===== src/include/serial_glue_pkg.sv =====
package serial_glue_pkg;
  // address window
  localparam int ADDR_BITS = 10;
  localparam int SEL_LSB = 3;
  localparam int SEL_W = 7;
  localparam int WIN_SIZE = 8;
  // all base switches open: pin levels 1111111 decode base 3f8
  localparam logic [6:0] SW_DEFAULT = 7'h7F;
  // irq routing: one-hot over the nine request lines
  localparam int IRQ_LINES = 9;
  localparam int IRQ_2_9 = 0;
  localparam int IRQ_3 = 1;
  localparam int IRQ_4 = 2;
  localparam int IRQ_5 = 3;
  localparam int IRQ_7 = 4;
  localparam int IRQ_10 = 5;
  localparam int IRQ_11 = 6;
  localparam int IRQ_12 = 7;
  localparam int IRQ_15 = 8;
  localparam logic [8:0] IRQ_ROUTE_DEFAULT = 9'h004;
  typedef enum logic [2:0] {
    ST_IDLE = 3'h1,
    ST_CLAIM = 3'h2,
    ST_OFF = 3'h4
  } dec_state_t;
endpackage


===== src/verilog/stack_bus_serial_port_glue.sv =====
`timescale 1ns/1ps
// Behaviour
// - window is eight consecutive io addresses
// - a9..a3 compared with seven base switches
// - closed switch needs zero, open needs one
// - base 300 hex matches 1100000 pattern
// - eighth switch closed enables the port
// - interrupt is tri-state, shareable, optional pulldown
// - interrupt routed to one of nine lines
// - default base 3f8 and request line 4
// - jumper set: rts gates driver; else always
// - uart registers with fifos sit behind window
// - dte: drive td rts dtr, sample rest
// - only ten low address bits decoded
module stack_bus_serial_port_glue (
  input wire logic core_clk,
  input wire logic rst,
  input wire logic [15:0] io_addr,
  input wire logic io_rd_n,
  input wire logic io_wr_n,
  input wire logic [6:0] base_select_switch_n,
  input wire logic port_enable_switch_n,
  input wire logic [8:0] irq_route_header,
  input wire logic line_driver_enable_jumper,
  input wire logic uart_irq,
  input wire logic uart_rts,
  input wire logic uart_dtr,
  input wire logic uart_td,
  input wire logic rx_data_pin,
  input wire logic cts_pin,
  input wire logic dsr_pin,
  input wire logic cd_pin,
  input wire logic ri_pin,
  output logic uart_cs,
  output logic [2:0] uart_reg_sel,
  output logic uart_rd,
  output logic uart_wr,
  output logic [8:0] irq_out,
  output logic [8:0] irq_oe,
  output logic line_driver_en,
  output logic td_pin,
  output logic rts_pin,
  output logic dtr_pin,
  output logic uart_rx,
  output logic uart_cts,
  output logic uart_dsr,
  output logic uart_cd,
  output logic uart_ri
);
  logic [6:0] sw_s;
  logic en_n_s;
  logic [8:0] route_s;
  logic jmp_s;
  logic [4:0] modem_s;
  logic [1:0] strb_s;

  // switches, jumpers and cable inputs are all asynchronous to core_clk
  sync2 #(.W(23)) u_sync (
    .core_clk(core_clk),
    .rst(rst),
    .d({base_select_switch_n, port_enable_switch_n, irq_route_header,
        line_driver_enable_jumper, rx_data_pin, cts_pin, dsr_pin,
        cd_pin, ri_pin}),
    .q({sw_s, en_n_s, route_s, jmp_s, modem_s})
  );

  // bus strobes come from the stack bus, also a foreign timing domain
  sync2 #(.W(2)) u_strb (
    .core_clk(core_clk),
    .rst(rst),
    .d({~io_rd_n, ~io_wr_n}),
    .q(strb_s)
  );

  logic [15:0] addr_r;
  logic [15:0] addr_nxt;
  serial_glue_pkg::dec_state_t st_r;
  serial_glue_pkg::dec_state_t st_nxt;
  logic cs_r, cs_nxt;
  logic [2:0] sel_r, sel_nxt;
  logic rd_r, rd_nxt;
  logic wr_r, wr_nxt;
  logic hit;
  logic port_on;
  logic [6:0] want;

  // open switch reads 1 on the pin, which is the required address bit
  always_comb begin
    want = sw_s;
    port_on = ~en_n_s;
    // only a9..a3 take part; a15..a10 never looked at
    hit = (addr_r[serial_glue_pkg::ADDR_BITS-1:serial_glue_pkg::SEL_LSB]
           == want);
  end

  // decode: one address flop is enough; address is steady across a strobe
  always_comb begin
    addr_nxt = io_addr;
    st_nxt = st_r;
    cs_nxt = 1'b0;
    sel_nxt = sel_r;
    rd_nxt = 1'b0;
    wr_nxt = 1'b0;
    case (st_r)
      serial_glue_pkg::ST_IDLE: begin
        if (!port_on) begin
          st_nxt = serial_glue_pkg::ST_OFF;
        end else if (hit && (strb_s != 2'h0)) begin
          st_nxt = serial_glue_pkg::ST_CLAIM;
          cs_nxt = 1'b1;
          sel_nxt = addr_r[serial_glue_pkg::SEL_LSB-1:0];
          rd_nxt = strb_s[1];
          wr_nxt = strb_s[0];
        end
      end
      serial_glue_pkg::ST_CLAIM: begin
        // hold claim until the strobe drops; one uart access per strobe
        if (!port_on) begin
          st_nxt = serial_glue_pkg::ST_OFF;
        end else if (strb_s == 2'h0) begin
          st_nxt = serial_glue_pkg::ST_IDLE;
        end else begin
          cs_nxt = 1'b1;
          rd_nxt = strb_s[1];
          wr_nxt = strb_s[0];
        end
      end
      serial_glue_pkg::ST_OFF: begin
        if (port_on) begin
          st_nxt = serial_glue_pkg::ST_IDLE;
        end
      end
      default: begin
        st_nxt = serial_glue_pkg::ST_IDLE;
      end
    endcase
  end

  always_ff @(posedge core_clk or posedge rst) begin
    if (rst) begin
      addr_r <= 16'h0000;
      st_r <= serial_glue_pkg::ST_IDLE;
      cs_r <= 1'b0;
      sel_r <= 3'h0;
      rd_r <= 1'b0;
      wr_r <= 1'b0;
    end else begin
      addr_r <= addr_nxt;
      st_r <= st_nxt;
      cs_r <= cs_nxt;
      sel_r <= sel_nxt;
      rd_r <= rd_nxt;
      wr_r <= wr_nxt;
    end
  end

  logic [8:0] irq_oe_r, irq_oe_nxt;
  logic [8:0] irq_out_r, irq_out_nxt;
  logic drv_r, drv_nxt;
  logic [2:0] tx_r, tx_nxt;
  logic [4:0] mdm_r, mdm_nxt;
  logic [8:0] route_one;

  // irq: only the first selected header position is used, so never two
  always_comb begin
    route_one = route_s & (~route_s + 9'h001);
    irq_out_nxt = route_one & {9{uart_irq}};
    // driven only while asserted; otherwise float so boards can share
    irq_oe_nxt = port_on ? (route_one & {9{uart_irq}}) : 9'h000;
    drv_nxt = jmp_s ? uart_rts : 1'b1;
    tx_nxt = {uart_td, uart_rts, uart_dtr};
    mdm_nxt = modem_s;
  end

  always_ff @(posedge core_clk or posedge rst) begin
    if (rst) begin
      irq_oe_r <= 9'h000;
      irq_out_r <= 9'h000;
      drv_r <= 1'b0;
      tx_r <= 3'h4;
      mdm_r <= 5'h00;
    end else begin
      irq_oe_r <= irq_oe_nxt;
      irq_out_r <= irq_out_nxt;
      drv_r <= drv_nxt;
      tx_r <= tx_nxt;
      mdm_r <= mdm_nxt;
    end
  end

  assign uart_cs = cs_r;
  assign uart_reg_sel = sel_r;
  assign uart_rd = rd_r;
  assign uart_wr = wr_r;
  assign irq_out = irq_out_r;
  assign irq_oe = irq_oe_r;
  assign line_driver_en = drv_r;
  assign td_pin = tx_r[2];
  assign rts_pin = tx_r[1];
  assign dtr_pin = tx_r[0];
  assign {uart_rx, uart_cts, uart_dsr, uart_cd, uart_ri} = mdm_r;
endmodule


===== src/verilog/sync2.sv =====
`timescale 1ns/1ps
// two-stage synchroniser for a bundle of slow pins
module sync2 #(
  parameter int W = 1
) (
  input wire logic core_clk,
  input wire logic rst,
  input wire logic [W-1:0] d,
  output logic [W-1:0] q
);
  logic [W-1:0] s1_r;
  logic [W-1:0] s2_r;
  logic [W-1:0] s1_nxt;
  logic [W-1:0] s2_nxt;

  // first stage feeds only the second stage
  always_comb begin
    s1_nxt = d;
    s2_nxt = s1_r;
  end

  always_ff @(posedge core_clk or posedge rst) begin
    if (rst) begin
      s1_r <= '0;
      s2_r <= '0;
    end else begin
      s1_r <= s1_nxt;
      s2_r <= s2_nxt;
    end
  end

  assign q = s2_r;
endmodule


===== config.mk =====
export PLATFORM = sky130hd
export DESIGN_NAME = stack_bus_serial_port_glue
export DESIGN_NICKNAME = d
export VERILOG_FILES = /design/src/include/serial_glue_pkg.sv /design/src/verilog/stack_bus_serial_port_glue.sv /design/src/verilog/sync2.sv
export SDC_FILE = /design/constraint.sdc
export NUM_CORES = 1
export LEC_CHECK = 0
export ABC_AREA = 1
export BUFFER_PORTS_ARGS = -buffer_cell sky130_fd_sc_hd__buf_2
export CAP_MARGIN = 20
export CORE_AREA = 2 2 77 79
export CTS_CLUSTER_DIAMETER = 80
export CTS_CLUSTER_SIZE = 10
export DETAILED_ROUTE_END_ITERATION = 8
export DIE_AREA = 0 0 79 81
export PLACE_DENSITY_LB_ADDON = 0.3
export SLEW_MARGIN = 10
export SYNTH_ARGS = -nofsm -noshare
export SYNTH_HDL_FRONTEND = slang
export SYNTH_SLANG_ARGS = --single-unit
export TNS_END_PERCENT = 100

===== constraint.sdc =====
create_clock -name core_clk -period 5.6 [get_ports core_clk]
set_clock_uncertainty 0.2 [all_clocks]
set_input_delay 1.4 -clock core_clk [delete_from_list [all_inputs] [get_ports core_clk]]
set_output_delay 1.4 -clock core_clk [all_outputs]
set_load 0.005 [all_outputs]

## Yosys cells after proc, flatten, opt, wreduce, memory -nomap -nowiden

Index checks and enable logic that the tools add are counted.

| word-level totals | value |
|---|---|
| flip-flop bits (word level) | 96 |
| input port bits | 47 |
| logic and storage cells | 57 |

| cells by class | value |
|---|---|
| add/subtract/negate cells | 1 |
| eq/ne operators | 7 |
| mux-type cells | 23 |
| bitwise logic cells | 6 |
| reduce and logical (&&, ||, !) cells | 5 |

Operator list:

| cell | count |
|---|---|
| bitwise AND 9 bit | 2 |
| 2-to-1 mux 3 bit | 5 |
| 2-to-1 mux 1 bit | 13 |
| adder 9 x 1 -> 9 bit, second input constant | 1 |
| 2-to-1 mux 9 bit | 1 |
| inverter 9 bit | 1 |
| case mux 3 bit (3 select lines) | 1 |
| equality test 7 bit | 1 |
| inequality test 3 x 2 -> 1 bit, second input constant | 2 |
| case mux 1 bit (2 select lines) | 3 |
| AND reduction 3 bit | 2 |
| equality test 3 x 1 -> 1 bit, second input constant | 1 |
| equality test 3 x 2 -> 1 bit, second input constant | 1 |
| equality test 3 bit, second input constant | 1 |
| inverter 1 bit | 3 |
| zero test 2 bit | 1 |
| inequality test 2 bit, second input constant | 1 |
| nonzero test 2 bit | 1 |
| logical AND 1 bit | 1 |

## Longest topological paths before layout

| logic depth | value |
|---|---|
| depth after elaboration | 5 |
| gate-level depth with buffers | 9 |
| depth with buffers taken out | 9 |

## Modules after synthesis

Synthesis repeated with hierarchy kept, for this count alone.

| unflattened totals | value |
|---|---|
| cells, all modules | 230 |
| area total of the unflattened synthesis | 3046.7 µm² |

By module, submodules not included:

| module | instances | cells each | area an instance (µm²) | sequential area each (µm²) |
|---|---|---|---|---|
| stack_bus_serial_port_glue | 1 | 178 | 1788.0 | 1153.6 |
| sync2 (u_sync) | 1 | 47 | 1154.9 | 1151.1 |
| sync2 (u_strb) | 1 | 5 | 103.8 | 100.1 |

## Worst setup path after synthesis

Ideal clock, no wire load.

| timing path | value |
|---|---|
| path kind | register to output |
| start | register tx_r[2] |
| end | output td_pin |
| data arrival time | 0.501 ns |
| slack | 3.499 ns |
| stages on the path, launching flop included | 1 |
| buffers on the path | 0 |
| cell sequence | dfstp_2 |

RTL lines:

| element | RTL line | text |
|---|---|---|
| start, declared | stack_bus_serial_port_glue.sv:160 | `logic [2:0] tx_r, tx_nxt;` |
| start signal, assigned | stack_bus_serial_port_glue.sv:186 | `tx_r <= tx_nxt;` |
| end, declared | stack_bus_serial_port_glue.sv:41 | `output logic td_pin,` |

No word-level cell between the ends.

## Final worst setup path

| timing path | value |
|---|---|
| start | register tx_r[2] |
| end | output td_pin |

No word-level cell between the ends.

==> metrics.yaml <==
yosys:
  synth.distinct_cells: 20
  ys.flop_type: "dfrtp_1"
  ys_seq_area_share_pct: 81.5
  avgSynthCellArea_um2: 14.2
  yosysWarnings: 0
  syn_area_um2: 2950
  ys_top_cells_by_count: "94 x dfrtp_1, 33 x nand2_1, 20 x inv_1"
  synth_top_cells_by_area: "dfrtp_1 80%, nand2_1 4.2%, inv_1 2.5%"
  synthArstFlopShare_pct: 100
  synth_most_common_cell: "dfrtp_1"
  synth_nets: 255
  netlist.area_leader.share_pct: 79.7
  synth_edf_count: 0
  yosys_register_bits: 96
  yosys.area.top_type: "dfrtp_1"
  synthCells: 208
run:
  maxCapViolCount: 0
setup_path:
  startpoint_type: "flip-flop"
  cp.arrival_ns: 0.98
  critical_path_class: "flip-flop to output pin"
  cpMaxStageDelayCell: "dfstp_2"
  cp_top_family: "flip-flops"
  cp.required_ns: 4.00
  crit_chain: "buf_2"
  endpoint_kind: "output pin"
  crit_path_max_incr_delay_ns: 0.53
  path_buf_inv: 1
  critPathMaxFanout: 1
route:
  wl_per_cell_um: 11.7
  drt_iter0_markers: 34
  via_per_inst: 4.53
  dr_total_vias: 1686
  drtAntennaViolNets: 0
  drtPass1Iterations: 4
  drc: 0
  wl_um: 4340
finish:
  drive_gt1_share_pct: 36.7
  finalNetCount: 339
  num_antenna_cells: 0
  final_area_um2: 3620
  area_growth_pct: 22.6
cts:
  clk_path_buf_depth: 2
  htreeDepth: 3
  cts.sinks: 96
  cts_tree: "yes"
  cts_hold_buffers: 0
  cts.clk_slew.worst_paths_ns: 0.09
  post-cts-setup-buffers: 0
  cts_buffers: 9
  cts_root_buffer: "clkbuf_8"
  clk_latency_ns: 0.35
  post_cts_resized: 0
timing:
  post-route-min-period_ns: 2.58
  slew_headroom_pct: 54.9
  fin_tns_setup_ns: 0
  hold_viol: 0
  rsz0062_at_grt: "false"
  final-max-slew-violation-count: 0
  fmax_ghz: 0.388
  period_share_pct: 46.0
  finalSetupViolations: 0
  tightestPinTransition_ns: 0.677
place:
  dp_hpwl_um: 3070
  placed_area_um2: 3420
  port-buffer-count: 73
  gp_congestion: 0.739
die:
  io-pin-count: 80
  fp.dieW_um: 79
  start_util_pct: 52.0
  core-area_um2: 5680
  chipHeight_um: 81
  row_count: 28
  dieArea_um2: 6400
global_route:
  grt_use_total_pct: 15.7
  grt_max_degree: 58
  grt_pass1_vias: 1694
  gr-total-overflow: 0
  antenna_found_initial: 0
  grt_pass1_wl_um: 7350
min_path:
  hp-class: "flip-flop to flip-flop"
power:
  ir_drop_v: 0.000250
  power_frac_comb_pct: 7.0
  power_per_cell_area_nw_per_um2: 354
  p_switching_mw: 0.306
  leakage_nw: 1.92
  netSwitchingFraction_pct: 23.8
  clkPwrFrac_pct: 34.7
  p_seq_share_pct: 58.3
  intPower_mw: 0.976
status:
  outcome: "complete, no violations"
[registers in the layout, summed over array words and instances (netlist names), 2 cells and up]
name,cells
uart_reg_sel,3
mdm_r,5
tx_r,3
u_sync.q,23
addr_r,10
irq_out,9
st_r,3
u_strb.s1_r,2
u_sync.s1_r,23
irq_oe,9
u_strb.q,2
[routing by layer]
metal / routed length (µm) / vias to the layer above / global-route usage, % / part of all wire [%]
met4: 82 / 0 / 8.97 / 1.9
met3: 246 / 6 / 5.11 / 5.7
met1: 1790 / 822 / 19.3 / 41
met5: 0 / - / 0 / 0
li1: - / 811 / - / -
met2: 2220 / 47 / 24.7 / 51
[layout by cell type (no fill, tap or decap), types with 2 or more instances in the layout]
cell      count
inv_6         3
a21oi_1       2
buf_2        73
xor2_1        2
nand2_1      33
nor2_2        3
nor3_2        4
clkbuf_8      9
dfrtp_1      94
inv_1        19
nor3_1        5
xnor2_1       4
clkinv_4      2
nand4_1       3
dfstp_2       2
inv_2         7
nand3_1       9
nor4_1        4
nor2_1       11
[final cells by class]
| cell class | instances | area, µm² |
|---|---|---|
| Timing Repair Buffer | 74 | 373 |
| Multi-Input combinational cell | 84 | 440 |
| Sequential cell | 96 | 2400 |
| Fill cell | 451 | 2060 |
| Tap cell | 75 | 93.8 |
| Inverter | 27 | 104 |
| Clock inverter | 7 | 78.8 |
| Clock buffer | 9 | 124 |
[power by group through the flow]
stage               clock network [mW]  registers [mW]  logic (mW)
detailed placement                   0           0.762      0.0911
global placement                     0           0.759      0.0872
finish                           0.445           0.748      0.0897
floorplan                            0           0.758      0.0566
CTS                              0.459           0.748      0.0913
global route                     0.493           0.751       0.104
[worst paths after layout]
| kind | end | slack, ns | startpoint | cells past startpoint |
|---|---|---|---|---|
| max in group asynchronous | u_sync.s1_r[20] | 3.29 | rst | 3 |
| min in group asynchronous | u_sync.s1_r[8] | 0.86 | rst | 2 |
| worst max-delay path | td_pin | 3.02 | tx_r[2] | 1 |
| worst max register to register | st_r[0] | 4.08 | u_sync.q[15] | 5 |
| worst min-delay path | mdm_r[1] | 0.15 | u_sync.q[1] | 0 |
| worst min register to register | mdm_r[1] | 0.15 | u_sync.q[1] | 0 |
[logic make-up after synthesis]
logic type      share of synthesized area (%)
flops                                    81.5
compound gates                          0.509
buf+inv                                  3.60
xor+xnor                                 1.78
simple gates                             12.6
[metrics by stage]
step	utilization, %	total power, mW	setup WS, ns	instances	hold WS, ns
2_1_floorplan	-	0.814	1.50	208	0.131
3_3_place_gp	60.2	0.846	2.86	356	0.131
3_5_place_dp	60.2	0.853	2.84	356	0.135
4_1_cts	63.8	1.30	3.00	372	0.155
5_1_grt	63.8	1.35	2.98	372	0.162
6_report	63.8	1.28	3.02	372	0.153
Note: power is estimated with default switching activity, not from simulation.
